<file path="src/rtl/llc_pkg.sv">
package llc_pkg;
  localparam int CLK_HZ       = 50_000_000;
  localparam int CLK_NS       = 20;
  localparam int BLANK_NS     = 400;
  localparam int BLANK_CYC    = (BLANK_NS + CLK_NS - 1) / CLK_NS;
  localparam int DEAD_MAX_NS  = 1000;
  localparam int DEAD_MAX_CYC = DEAD_MAX_NS / CLK_NS;
  localparam int AVG_HI_MS    = 2;
  localparam int AVG_LO_MS    = 50;
  localparam int RESTART_MS   = 200;
  localparam int AVG_HI_CYC   = AVG_HI_MS * (CLK_HZ / 1000);
  localparam int AVG_LO_CYC   = AVG_LO_MS * (CLK_HZ / 1000);
  localparam int RESTART_CYC  = RESTART_MS * (CLK_HZ / 1000);
  localparam int PEAK_EVENTS  = 4;
  localparam int PEAK_IGNORE  = 15;
  localparam int BURST_CYCLES = 4;
  localparam int CNT_W        = 24;
  localparam int DEAD_W       = 8;

  localparam logic [11:0] CTRL_OFF   = 12'h000;
  localparam logic [11:0] STAT_OFF   = 12'h004;
  localparam logic [31:0] CTRL_RESET = 32'h0000_0000;
  localparam int CTRL_EN_BIT   = 0;
  localparam int CTRL_SOFT_START_ENABLED_BIT = 1;
  localparam int ST_PEAK       = 0;
  localparam int ST_AVG_HI     = 1;
  localparam int ST_AVG_LO     = 2;
  localparam int ST_BULK_OV    = 3;
  localparam int ST_OUT_OV     = 4;
  localparam int ST_RESTART    = 5;
  localparam int ST_CAP        = 8;
  localparam int ST_SSDONE     = 9;
  localparam int ST_BULKOK     = 10;
  localparam int ST_STATE_LSB  = 16;

  typedef struct packed {
    logic tank_above_upper;
    logic tank_below_lower;
    logic tank_above_cm;
    logic current_polarity;
    logic slew_done;
    logic peak_overcurrent;
    logic avg_overcurrent_high;
    logic avg_overcurrent_low;
    logic bulk_overvoltage;
    logic bulk_above_start;
    logic bulk_above_stop;
    logic output_ov;
    logic feedback_below_burst_level;
    logic feedback_below_softstart;
    logic boot_supply_uv;
    logic regulated_supply_uv;
  } cmp_t;

  typedef enum logic [4:0] {
    ST_IDLE    = 5'h01,
    ST_HIGH    = 5'h02,
    ST_DEAD_HL = 5'h04,
    ST_LOW     = 5'h08,
    ST_DEAD_LH = 5'h10
  } wave_state_t;
endpackage

</file>
<file path="src/rtl/llc_waveform_protection_logic.sv">
`timescale 1ns/1ps
module llc_waveform_protection_logic #(
  parameter int AVG_HI_CYCLES  = llc_pkg::AVG_HI_CYC,
  parameter int AVG_LO_CYCLES  = llc_pkg::AVG_LO_CYC,
  parameter int RESTART_CYCLES = llc_pkg::RESTART_CYC
) (
  input  wire logic          CLK_SYS,          // System clock, 50 MHz
  input  wire logic          RESET,            // Async reset, active high
  input  wire logic          PSEL,             // APB select
  input  wire logic          PENABLE,          // APB access phase
  input  wire logic          PWRITE,           // APB write
  input  wire logic [11:0]   PADDR,            // APB byte address
  input  wire logic [31:0]   PWDATA,           // APB write data
  output logic      [31:0]   PRDATA,           // APB read data
  output logic               PREADY,           // APB ready
  output logic               PSLVERR,          // APB error, unmapped
  input  wire llc_pkg::cmp_t CMP,              // Analog comparator results
  output logic               HIGH_GATE_OUT,    // High-side gate command
  output logic               LOW_GATE_OUT,     // Low-side gate command
  output logic               DRIVER_LOW_POWER, // Gate drivers in low power
  output logic               TANK_CLAMP,       // Short tank node to mid-level
  output logic               RAMP_ENABLE,      // Compensation ramp on
  output logic               RAMP_SOURCE,      // 1 sources, 0 sinks ramp
  output logic               AVG_PATH_SEL,     // Pass differentiator to filter
  output logic               BURST_SEL_GND,    // Burst selector takes ground
  output logic               BULK_OV_SEL_RISE, // Bulk comparator uses rise level
  output logic               WINDING_SAMPLE,   // Winding sample/hold strobe
  output logic               SS_PULLDOWN,      // Soft-start pin pull-down
  output logic               SOFTSTART_DONE,   // Soft start finished
  output logic               FAULT,            // Any latched fault
  output logic               RESTART_REQ       // Restart request to system
);

  llc_pkg::cmp_t          sync1;
  llc_pkg::cmp_t          c;
  llc_pkg::wave_state_t   state;
  llc_pkg::wave_state_t   next_state;
  logic [31:0]            ctrl;
  logic [5:0]             flags;
  logic [5:0]             next_flags;
  logic [5:0]             clr;
  logic [llc_pkg::DEAD_W-1:0] dead_cnt;
  logic [llc_pkg::CNT_W-1:0]  avg_hi_cnt;
  logic [llc_pkg::CNT_W-1:0]  avg_lo_cnt;
  logic [llc_pkg::CNT_W-1:0]  below_cnt;
  logic [3:0]             cyc_cnt;
  logic [2:0]             peak_run;
  logic [2:0]             burst_cnt;
  logic                   peak_seen;
  logic                   pol_d;
  logic                   cap_flag;
  logic                   bulk_ok;
  logic                   ss_done;
  logic                   below_burst;
  logic                   burst_last;
  logic                   fault_any;
  logic                   run;
  logic                   pol_edge;
  logic                   go;
  logic                   high_side_on;
  logic                   low_side_on;
  logic                   hs_fall;
  logic                   ls_fall;
  logic                   wr;

  function automatic logic hit(input logic [11:0] a, input logic [11:0] off);
    hit = (a == off);
  endfunction

  ////////////////////////////////////////////////////////////////////////////
  // Comparator inputs are asynchronous to the clock

  always_ff @(posedge CLK_SYS or posedge RESET) begin
    if (RESET) begin
      sync1 <= '0;
      c     <= '0;
    end else begin
      sync1 <= CMP;
      c     <= sync1;
    end
  end

  ////////////////////////////////////////////////////////////////////////////
  // Qualifiers

  assign high_side_on = (state == llc_pkg::ST_HIGH);
  assign low_side_on  = (state == llc_pkg::ST_LOW);
  assign hs_fall      = high_side_on && (next_state != llc_pkg::ST_HIGH);
  assign ls_fall      = low_side_on && (next_state != llc_pkg::ST_LOW);
  assign below_burst  = c.feedback_below_burst_level && ss_done;
  assign burst_last   = (burst_cnt == 3'(llc_pkg::BURST_CYCLES));
  assign fault_any    = |flags[4:0];
  assign run          = ctrl[llc_pkg::CTRL_EN_BIT] && bulk_ok && !fault_any
                        && !flags[llc_pkg::ST_RESTART];
  assign pol_edge     = c.current_polarity ^ pol_d;

  always_ff @(posedge CLK_SYS or posedge RESET) begin
    if (RESET) begin
      ss_done <= 1'b0;
    end else begin
      ss_done <= ctrl[llc_pkg::CTRL_SOFT_START_ENABLED_BIT] && !cap_flag
                 && !c.feedback_below_softstart;
    end
  end

  always_ff @(posedge CLK_SYS or posedge RESET) begin
    if (RESET) begin
      bulk_ok <= 1'b0;
    end else if (c.bulk_above_start) begin
      bulk_ok <= 1'b1;
    end else if (!c.bulk_above_stop) begin
      bulk_ok <= 1'b0;
    end
  end

  ////////////////////////////////////////////////////////////////////////////
  // Waveform state machine

  // Blanking only masks the polarity path; slew done is trusted at once
  assign go = c.slew_done
              || (pol_edge && dead_cnt >= llc_pkg::DEAD_W'(llc_pkg::BLANK_CYC))
              || (dead_cnt >= llc_pkg::DEAD_W'(llc_pkg::DEAD_MAX_CYC - 1));

  always_comb begin
    next_state = state;
    case (state)
      llc_pkg::ST_IDLE: begin
        if (run && !below_burst) next_state = llc_pkg::ST_HIGH;
      end
      llc_pkg::ST_HIGH: begin
        if (!run) next_state = llc_pkg::ST_IDLE;
        else if (burst_last && c.tank_above_cm) next_state = llc_pkg::ST_IDLE;
        else if (c.tank_above_upper) next_state = llc_pkg::ST_DEAD_HL;
      end
      llc_pkg::ST_DEAD_HL: begin
        if (!run) next_state = llc_pkg::ST_IDLE;
        else if (go) next_state = llc_pkg::ST_LOW;
      end
      llc_pkg::ST_LOW: begin
        if (!run) next_state = llc_pkg::ST_IDLE;
        else if (c.tank_below_lower) next_state = llc_pkg::ST_DEAD_LH;
      end
      llc_pkg::ST_DEAD_LH: begin
        if (!run) next_state = llc_pkg::ST_IDLE;
        else if (go) next_state = llc_pkg::ST_HIGH;
      end
      default: next_state = llc_pkg::ST_IDLE;
    endcase
  end

  always_ff @(posedge CLK_SYS or posedge RESET) begin
    if (RESET) begin
      state    <= llc_pkg::ST_IDLE;
      dead_cnt <= '0;
      pol_d    <= 1'b0;
    end else begin
      state <= next_state;
      pol_d <= c.current_polarity;
      if (next_state == llc_pkg::ST_DEAD_HL || next_state == llc_pkg::ST_DEAD_LH) begin
        if (next_state == state) dead_cnt <= dead_cnt + 1'b1;
        else dead_cnt <= '0;
      end else begin
        dead_cnt <= '0;
      end
    end
  end

  // Gates follow the next state so they turn with the state register
  always_ff @(posedge CLK_SYS or posedge RESET) begin
    if (RESET) begin
      HIGH_GATE_OUT    <= 1'b0;
      LOW_GATE_OUT     <= 1'b0;
      AVG_PATH_SEL     <= 1'b0;
      TANK_CLAMP       <= 1'b1;
      DRIVER_LOW_POWER <= 1'b1;
      WINDING_SAMPLE   <= 1'b0;
      RAMP_ENABLE      <= 1'b0;
      BURST_SEL_GND    <= 1'b1;
      BULK_OV_SEL_RISE <= 1'b1;
    end else begin
      HIGH_GATE_OUT    <= (next_state == llc_pkg::ST_HIGH) && !c.boot_supply_uv;
      LOW_GATE_OUT     <= (next_state == llc_pkg::ST_LOW) && !c.regulated_supply_uv;
      AVG_PATH_SEL     <= (next_state == llc_pkg::ST_HIGH);
      TANK_CLAMP       <= (next_state == llc_pkg::ST_IDLE);
      DRIVER_LOW_POWER <= (next_state == llc_pkg::ST_IDLE);
      WINDING_SAMPLE   <= ls_fall;
      RAMP_ENABLE      <= 1'b1;
      BURST_SEL_GND    <= !ss_done;
      BULK_OV_SEL_RISE <= !c.bulk_overvoltage;
    end
  end

  always_ff @(posedge CLK_SYS or posedge RESET) begin
    if (RESET) begin
      RAMP_SOURCE <= 1'b1;
    end else if (hs_fall || ls_fall) begin
      RAMP_SOURCE <= !RAMP_SOURCE;
    end
  end

  ////////////////////////////////////////////////////////////////////////////
  // Capacitive region and burst counting

  always_ff @(posedge CLK_SYS or posedge RESET) begin
    if (RESET) begin
      cap_flag <= 1'b0;
    end else if (hs_fall) begin
      cap_flag <= !c.current_polarity;
    end else if (ls_fall) begin
      cap_flag <= c.current_polarity;
    end
  end

  // Counts low-side turn-offs while below, holding at BURST_CYCLES; a partial cycle after the drop is counted
  always_ff @(posedge CLK_SYS or posedge RESET) begin
    if (RESET) begin
      burst_cnt <= '0;
    end else if (!below_burst) begin
      burst_cnt <= '0;
    end else if (ls_fall && !burst_last) begin
      burst_cnt <= burst_cnt + 1'b1;
    end
  end

  ////////////////////////////////////////////////////////////////////////////
  // Fault qualification

  always_ff @(posedge CLK_SYS or posedge RESET) begin
    if (RESET) begin
      avg_hi_cnt <= '0;
      avg_lo_cnt <= '0;
      below_cnt  <= '0;
    end else begin
      avg_hi_cnt <= c.avg_overcurrent_high ? avg_hi_cnt + 1'b1 : '0;
      avg_lo_cnt <= c.avg_overcurrent_low ? avg_lo_cnt + 1'b1 : '0;
      below_cnt  <= below_burst ? below_cnt + 1'b1 : '0;
    end
  end

  always_ff @(posedge CLK_SYS or posedge RESET) begin
    if (RESET) begin
      peak_seen <= 1'b0;
      peak_run  <= '0;
      cyc_cnt   <= '0;
    end else begin
      if (!ctrl[llc_pkg::CTRL_EN_BIT]) cyc_cnt <= '0;
      else if (hs_fall && cyc_cnt != 4'(llc_pkg::PEAK_IGNORE)) cyc_cnt <= cyc_cnt + 1'b1;
      if (hs_fall) peak_seen <= 1'b0;
      else if (high_side_on && c.peak_overcurrent) peak_seen <= 1'b1;
      // One-shot; a held count would re-raise the flag after every clear
      if (peak_run == 3'(llc_pkg::PEAK_EVENTS)) peak_run <= '0;
      else if (hs_fall && cyc_cnt == 4'(llc_pkg::PEAK_IGNORE)) begin
        peak_run <= (peak_seen || c.peak_overcurrent) ? peak_run + 1'b1 : '0;
      end
    end
  end

  // Hardware set wins over a software clear in the same cycle
  always_comb begin
    next_flags = flags & ~clr;
    if (peak_run == 3'(llc_pkg::PEAK_EVENTS)) next_flags[llc_pkg::ST_PEAK] = 1'b1;
    if (avg_hi_cnt == llc_pkg::CNT_W'(AVG_HI_CYCLES - 1))
      next_flags[llc_pkg::ST_AVG_HI] = 1'b1;
    if (avg_lo_cnt == llc_pkg::CNT_W'(AVG_LO_CYCLES - 1))
      next_flags[llc_pkg::ST_AVG_LO] = 1'b1;
    if (c.bulk_overvoltage) next_flags[llc_pkg::ST_BULK_OV] = 1'b1;
    if (c.output_ov) next_flags[llc_pkg::ST_OUT_OV] = 1'b1;
    if (below_cnt == llc_pkg::CNT_W'(RESTART_CYCLES - 1))
      next_flags[llc_pkg::ST_RESTART] = 1'b1;
  end

  always_ff @(posedge CLK_SYS or posedge RESET) begin
    if (RESET) begin
      flags <= '0;
    end else begin
      flags <= next_flags;
    end
  end

  assign FAULT          = fault_any;
  assign RESTART_REQ    = flags[llc_pkg::ST_RESTART];
  assign SS_PULLDOWN    = cap_flag;
  assign SOFTSTART_DONE = ss_done;

  ////////////////////////////////////////////////////////////////////////////
  // APB slave, zero wait states

  assign wr      = PSEL && PENABLE && PWRITE;
  assign clr     = (wr && hit(PADDR, llc_pkg::STAT_OFF)) ? PWDATA[5:0] : 6'h00;
  assign PREADY  = 1'b1;
  assign PSLVERR = PSEL && PENABLE
                   && !hit(PADDR, llc_pkg::CTRL_OFF) && !hit(PADDR, llc_pkg::STAT_OFF);

  always_ff @(posedge CLK_SYS or posedge RESET) begin
    if (RESET) begin
      ctrl <= llc_pkg::CTRL_RESET;
    end else if (wr && hit(PADDR, llc_pkg::CTRL_OFF)) begin
      ctrl <= {30'h0, PWDATA[1:0]};
    end
  end

  // Read data is captured in the setup cycle, ready for the access cycle
  always_ff @(posedge CLK_SYS or posedge RESET) begin
    if (RESET) begin
      PRDATA <= 32'h0000_0000;
    end else if (PSEL && !PENABLE) begin
      if (hit(PADDR, llc_pkg::CTRL_OFF)) PRDATA <= ctrl;
      else if (hit(PADDR, llc_pkg::STAT_OFF))
        PRDATA <= {11'h000, state, 5'h00, bulk_ok, ss_done, cap_flag, 2'h0, flags};
      else PRDATA <= 32'h0000_0000;
    end
  end
endmodule

</file>
<file path="config.mk">
export PLATFORM = sky130hd
export DESIGN_NAME = llc_waveform_protection_logic
export DESIGN_NICKNAME = d
export VERILOG_FILES = /design/src/rtl/llc_pkg.sv /design/src/rtl/llc_waveform_protection_logic.sv
export SDC_FILE = /design/constraint.sdc
export NUM_CORES = 1
export LEC_CHECK = 0
export BUFFER_PORTS_ARGS = -buffer_cell sky130_fd_sc_hd__buf_4
export CAP_MARGIN = 20
export CORE_MARGIN = 10
export CORE_UTILIZATION = 48
export CTS_CLUSTER_DIAMETER = 40
export DETAILED_ROUTE_END_ITERATION = 16
export PLACE_DENSITY = 0.69
export SLEW_MARGIN = 20
export SYNTH_ARGS = -nofsm -noshare
export SYNTH_HDL_FRONTEND = slang
export SYNTH_SLANG_ARGS = --single-unit
export TNS_END_PERCENT = 1
</file>
<file path="constraint.sdc">
create_clock -name CLK_SYS -period 6.5 [get_ports CLK_SYS]
set_input_delay 0.975 -clock CLK_SYS [delete_from_list [all_inputs] [get_ports CLK_SYS]]
set_output_delay 0.975 -clock CLK_SYS [all_outputs]
set_load 0.02 [all_outputs]
</file>
Yosys cells after proc, flatten, opt, wreduce, memory -nomap -nowiden
Cells that the tools add are included.
Storage, ports and cells
  register bits after elaboration: 181
  input port bits: 65
  output and inout port bits: 48
  logic and storage cells: 180
Cells by class
  add/sub/neg operators: 7
  $lt $le $gt $ge: 2
  eq/ne operators: 24
  mux-type cells: 38
  bitwise operators: 3
  reduce and logical (&&, ||, !) cells: 49
Operator list (count)
  24-bit by 1-bit adder with 24-bit output (second input constant): 3
  24-bit 2-to-1 mux: 3
  5-bit 2-to-1 mux: 10
  21-bit 2-to-1 mux: 2
  5-bit case mux with 5 select lines: 1
  24-bit by 17-bit == test with 1-bit output (second input constant): 1
  24-bit by 22-bit == test with 1-bit output (second input constant): 1
  24-bit == test (second input constant): 1
  1-bit logical AND: 24
  8-bit 2-to-1 mux: 2
  1-bit logical NOT: 15
  3-bit 2-to-1 mux: 5
  12-bit by 3-bit == test with 1-bit output (second input constant): 1
  12-bit logical NOT: 1
  1-bit 2-to-1 mux: 12
  5-bit by 1-bit == test with 1-bit output (second input constant): 2
  5-bit by 2-bit == test with 1-bit output (second input constant): 2
  5-bit by 3-bit == test with 1-bit output (second input constant): 2
  5-bit by 4-bit == test with 1-bit output (second input constant): 2
  5-bit == test (second input constant): 2
  8-bit by 1-bit adder with 8-bit output (second input constant): 1
  8-bit by 5-bit >= comparator with 1-bit output (second input constant): 1
  8-bit by 6-bit >= comparator with 1-bit output (second input constant): 1
  4-bit 2-to-1 mux: 2
  16 further kinds: 26

Longest topological paths before layout
Gate-level depths: netlist of run 1.
  word-level depth: 12
  mapped depth: 7
  gate-level depth less buffers: 7

Worst setup path before layout of run 1
OpenSTA, ideal clock, no wires.
  path kind: input to output
  start: input PADDR[5]
  end: output PSLVERR
  arrival: 1.675 ns
  required time: 5.525 ns
  setup slack: 3.850 ns
  stages: 3
  buffers on the path: 0
  path through: nor4_1 nand3_1 and3_1
On the way
  cells in the longest elaborated chain, start to end: 4
  elaborated cells on any way between the ends: 6
  classes of those cells: eq/ne (1); reduce/logical (5)
Ends and longest elaborated chain
  start: declaration: RTL line llc_waveform_protection_logic.sv:12  | input wire logic [11:0] PADDR,
  12-bit logical NOT: RTL line llc_waveform_protection_logic.sv:67  | hit = (a == off);
  1-bit logical NOT: RTL line llc_waveform_protection_logic.sv:292  | && !hit(PADDR, llc_pkg::CTRL_OFF) && !hit(PADDR, llc_pkg::STAT_OFF);
  1-bit logical AND: RTL line llc_waveform_protection_logic.sv:292
  1-bit logical AND (*): RTL line llc_waveform_protection_logic.sv:292
  end: declaration: RTL line llc_waveform_protection_logic.sv:16  | output logic PSLVERR,
Every way passes the cells marked *; elsewhere a longest branch is shown, timed or not.

Worst setup path in the final report of run 1
  start: input PADDR[1]
  end: output PSLVERR
Same word-level chain as after synthesis.

==> run metrics, run 1 <==
Critical Path, Cell by Cell buf_4 > nor4_1 > nand3_1 > and3_1 > buf_4; clk sinks 163; DR WL/cell about 16 µm; class of the tightest hold or removal check flip-flop to flip-flop; # diodes 0; routability cong. 0.832; Synth top cells by count dfrtp_1, nor2_1, nand2_1; Core ar. approximately 15000 µm²; max incr delay on CP 0.34 ns; DR iter-0 viols 381; Post-DP Area 8000 µm²; post-CTS sizing 0; Async SR Flop Fraction 100%; total gr overflow 0; # setup viols final 0; Top FF cell, synth dfrtp_1; post-synth top area cell dfrtp_1; Top Ports about 110; status finished, final reports clean; maximum VDD drop 0.203 mV; PwrDens 251 nW/µm²; fin crit share 45.7%; DRT met1 WL 6740 µm; Hold Path Depth 0; Yosys top cell area share 53.4%; RSZ-0062 raised after global routing false; max_cap viols 0; Die Width 144 µm; Data arrival, critical path ~2.0 ns; WHS Endpoint c[12]; Initial Util 48.9%; Synth-to-Final Area Change 16.4%; Seq cells post-synth 163; Post-synth EDFFs 0; Num CTS Buffers 17; Post-CTS Setup Inserts 0; CTS tree yes; design area 8620 µm²; Core Util, Final a little under three fifths; worst slew pin tran 1.06 ns; syn_area_per_cell between 10 and 15 µm²; leakage dissipation 0.00380 µW; Reg2Reg Setup Slack around 4.5 ns; largest cells by area after synthesis dfrtp_1, xnor2_1, xor2_1; WS Path Type primary input to output pin; Slowest cell on crit path nor4_1; CP Capture Type output pin; Via Count 5164; initial antenna violation count 0; FILL cells approximately 1.3k; row cnt 45; Final HPWL DP 10900 µm; Worst Clk Skew 0.00845 ns; startpoint types primary input; Max Slew Vio Count 0; Reg2Reg Capture Point dead_cnt[4]; post-synthesis sequential area ratio 55.2%; antenna viol nets, final 0; min cycle time layout 2.97 ns; GRT Util Overall 15.7%; layout cells sized above 1 15.8%; first-pass GRT wire length roughly 26000 µm; Buffers on Ports 67; vias in the first global route approximately 5.3k; nets ~830; Slew Limit Headroom 29.2%; CP startpoint PADDR[1]; FMAX roughly 340 MHz; Yosys warnings 0; Via-to-Cell Ratio between 5 and 6; Top Metal Used met4; drt total wl 15600 µm; post-synthesis cell area 7400 µm²; CTS hold repair buffers 0; crit-path max FO 3; CP most frequent cell buf_4; met3 WL 637 µm; die height approximately 140 µm; routed wl met2 ~8000 µm; Final Hold Violating Endpoints 0; Synth Instances 688; die area 20800 µm²; DR DRC count 0; largest net degree at the start of global routing 103; count of different cell masters after synthesis 62; reg2reg path depth 5; hold_sp sync1[12]; TNS Setup 0 ns; Clock Path Buffers 2; reg2reg start state[1]; Clk pin slew, worst setup/hold paths 0.06 ns; Pre-antenna DRT Iters 4; most frequent cell after synthesis dfrtp_1; clock root cell clkbuf_16; H-Tree Depth 4; Clock Latency Late Sink approximately 0.42 ns; Req. time, crit path between 5 and 6 ns
-- where the power goes --
part / internal, µW / switching, µW / total [µW]
sequential: 1030 / 12.5 / 1040
clock: 661 / 391 / 1050
combinational: 24.6 / 46.0 / 70.6
total: 1720 / 450 / 2170
-- state kept, by name (all words and copies together), names as in the netlist, 5 cells and up --
signal,flops
PRDATA,14
avg_hi_cnt,24
avg_lo_cnt,24
below_cnt,24
c,16
dead_cnt,8
flags,6
state,5
sync1,16
-- kinds of logic (layout without fill, tap and decap cells) --
logic type,after synthesis,count (layout),synth area share (%)
xor+xnor,65,65,7.69
other cells,2,22,0.101
buf+inv,64,126,4.48
simple gates,297,297,22.1
flops,163,163,55.2
mux,8,8,1.10
fa+ha+maj,12,12,2.03
compound gates,77,77,7.38
-- per-layer routing --
metal,track usage [%],vias up
li1,-,2477
met1,19.5,2599
met2,26.0,72
met3,4.20,16
met4,5.32,0
met5,0,-
-- final cells by class --
| cell class | instances | area, µm² | share of cell area [%] |
|---|---|---|---|
| clock buffer | 22 | 464 | 5.38 |
| clock inverter | 10 | 158 | 1.83 |
| inverter | 25 | 98.8 | 1.15 |
| multi-input combinational | 481 | 3060 | 35.5 |
| sequential | 163 | 4090 | 47.4 |
| tap | 188 | 235 | 2.73 |
| timing repair buffer | 69 | 518 | 6.01 |
-- through the flow --
stage | power (µW) | worst slack (ns) | std cells | hold WS [ns]
final | 2170 | 3.53 | 958 | 0.344
after CTS | 2190 | 3.51 | 958 | 0.348
after global routing | 2240 | 3.48 | 958 | 0.347
after floorplan | 1110 | 1.13 | 708 | 0.331
after detailed placement | 1130 | 3.51 | 926 | 0.335
after global placement | 1130 | 3.58 | 926 | 0.333
-- layout by cell type, fill, tap and decap left out, types with 12 or more instances in the layout --
cell type / n
clkbuf_16: 17
nand3_1: 31
nand4_1: 16
buf_4: 69
nand2_1: 52
nor2_1: 55
a21oi_1: 17
xor2_1: 27
nor3_1: 27
nor4_1: 12
conb_1: 22
ha_1: 12
or3_1: 12
inv_1: 24
dfrtp_1: 158
and3_1: 16
and2_1: 32
xnor2_1: 38
a22o_1: 12
o21ai_0: 18
-- how the worst max path moves through the flow --
| stage | end | slack (ns) | cells after the start |
|---|---|---|---|
| finish | PSLVERR | 3.53 | 5 |
| global route | PSLVERR | 3.48 | 5 |
| CTS | PSLVERR | 3.51 | 5 |
| detailed placement | PSLVERR | 3.51 | 5 |
| global placement | PSLVERR | 3.58 | 5 |
| floorplan | AVG_PATH_SEL | 1.13 | 1 |
-- worst max-delay path, delay by kind of cell --
kind	cells	cell delay, ns
AND/OR/NAND/NOR	3	0.76
buffers and inverters	2	0.26
Note: power is estimated with default switching activity, not from simulation.
==> run 2: changes to the inputs <==
==> constraint.sdc (replaced) <==
create_clock -name CLK_SYS -period 2.88 [get_ports CLK_SYS]
set_input_delay 0.432 -clock CLK_SYS [delete_from_list [all_inputs] [get_ports CLK_SYS]]
set_output_delay 0.432 -clock CLK_SYS [all_outputs]
set_load 0.02 [all_outputs]
==> run 2 against run 1 <==
Non-clock buffer count is 4 higher. Clock skew about the same. Total power grew 130%. Routed wire length grew 0.74%. Worst hold slack worse by 0.24 ns. Worst setup slack worse by 2.7 ns. Largest cell class unchanged. Combinational power is 140% higher. Register-to-register slack worse by 3.7 ns. Global-route usage hardly changed. Utilization rose by 0.53 points. Sequential power rose by 130%. Via count is 0.27% higher.
==> run metrics, run 2 (synthesis results as in run 1) <==
PwrDens 567 nW/µm²; first-pass GRT wire length between 20000 and 30000 µm; antenna viol nets, final 0; worst slew pin tran 0.849 ns; CTS hold repair buffers 0; Num CTS Buffers 17; # diodes 0; clk sinks roughly 160; post-CTS sizing 0; die height 144 µm; commonest non-fill, non-tap cell in the layout dfrtp_1; Clock Latency Late Sink 0.43 ns; RSZ-0062 raised after global routing false; Via-to-Cell Ratio 5.38; Post-CTS Setup Inserts 0; Synth-to-Final Area Change 17.5%; CP Capture Type flip-flop; WS Path Type flip-flop to flip-flop; initial antenna violation count 0; DR iter-0 viols about 350; crit-path max FO 8; maximum VDD drop 0.481 mV; Slew Limit Headroom a little over two fifths; startpoint types flip-flop; die area 20800 µm²; nets 838; Buffers on Ports 67; DR DRC count 0; Clock Path Buffers 2; GRT Util Overall roughly 16%; vias in the first global route between 5k and 6k; Final Hold Violating Endpoints 0; status finished, final reports clean; max_cap viols 0; DR WL/cell 16.3 µm; drt total wl about 16000 µm; routability cong. 0.817; biggest regs avg_hi_cnt: 24 flops, avg_lo_cnt: 24 flops, below_cnt: 24 flops; fin crit share 72.3%; clock root cell clkbuf_16; H-Tree Depth 4; min cycle time layout ~2.1 ns; setup slack after layout 0.797 ns; # setup viols final 0; most frequent cells in the layout dfrtp_1, buf_4, nor2_1; largest net degree at the start of global routing 51; Final HPWL DP 11100 µm; row cnt 45; Via Count ~5.2k; Worst Clk Skew 0.00884 ns; Data arrival, critical path 2.38 ns; Die Width 144 µm; CTS tree yes; FMAX 480 MHz; TNS Setup 0 ns; class of the tightest hold or removal check primary input to flip-flop; Core ar. 15100 µm²; total gr overflow 0; Req. time, crit path around 3.2 ns; layout cells sized above 1 between 10% and 20%; leakage dissipation 0.00384 µW; FILL cells 1264; Post-Place Worst Slack 0.828 ns; Pre-antenna DRT Iters 5; Max Slew Vio Count 0; Top Ports ~110; Initial Util 48.9%; Clk pin slew, worst setup/hold paths 0.06 ns
## run 2: changes by cell type in the layout (fill, tap and decap cells not counted), sizes merged
cell      delta
buf          +4
clkbuf       -2
clkinv       +1
clkinvlp     +1
## run 2: worst max-delay path, cell delays in order, from the launching register on
cell,delay [ns]
dfrtp_1,0.50
nor3_2,0.33
and3_1,0.36
a21o_2,0.25
nand2_1,0.14
o41ai_1,0.38
## run 2: final cells by class
type / instances / area [µm²] / share of cell area [%]
multi-input combinational: 481 / 3060 / 35.2
sequential: 163 / 4090 / 46.9
timing repair buffer: 73 / 586 / 6.73
clock inverter: 12 / 179 / 2.06
inverter: 25 / 97.6 / 1.12
tap: 188 / 235 / 2.70
clock buffer: 20 / 457 / 5.25
## run 2: stage by stage
stage | total power [µW] | std cells | area, µm² | hold WS [ns] | utilization [%]
floorplan | 2500 | 708 | 7480 | 0.331 | -
global placement | 2570 | 930 | 8070 | 0.334 | 53.3
detailed placement | 2570 | 930 | 8070 | 0.335 | 53.3
CTS | 4970 | 962 | 8700 | 0.0940 | 57.5
global route | 5110 | 962 | 8700 | 0.0799 | 57.5
finish | 4930 | 962 | 8700 | 0.105 | 57.5
## run 2: final timing paths
check                      startpoint          endpoint  slack [ns]  depth (start not counted)
setup / recovery             state[3]       peak_run[2]        0.80                          5
hold / removal                 CMP[2]          sync1[2]        0.11                          1
setup reg to reg             state[3]       peak_run[2]        0.80                          5
hold reg to reg              sync1[9]              c[9]        0.34                          0
max in group asynchronous       RESET  BULK_OV_SEL_RISE        1.94                          3
min in group asynchronous       RESET              c[3]        0.17                          2
## run 2: power breakdown
| group | switching, µW | total, µW | internal [µW] |
|---|---|---|---|
| Combinational | 106 | 169 | 63.7 |
| Clock | 909 | 2410 | 1500 |
| Sequential | 28.5 | 2360 | 2330 |
| Total | 1040 | 4930 | 3890 |
## run 2: routing by layer
metal	global-route usage, %	part of all wire (%)	up-vias
li1	-	-	2487
met5	0	0	-
met4	5.90	1.6	0
met2	25.7	50	102
met1	18.7	43	2565
met3	5.15	4.8	24
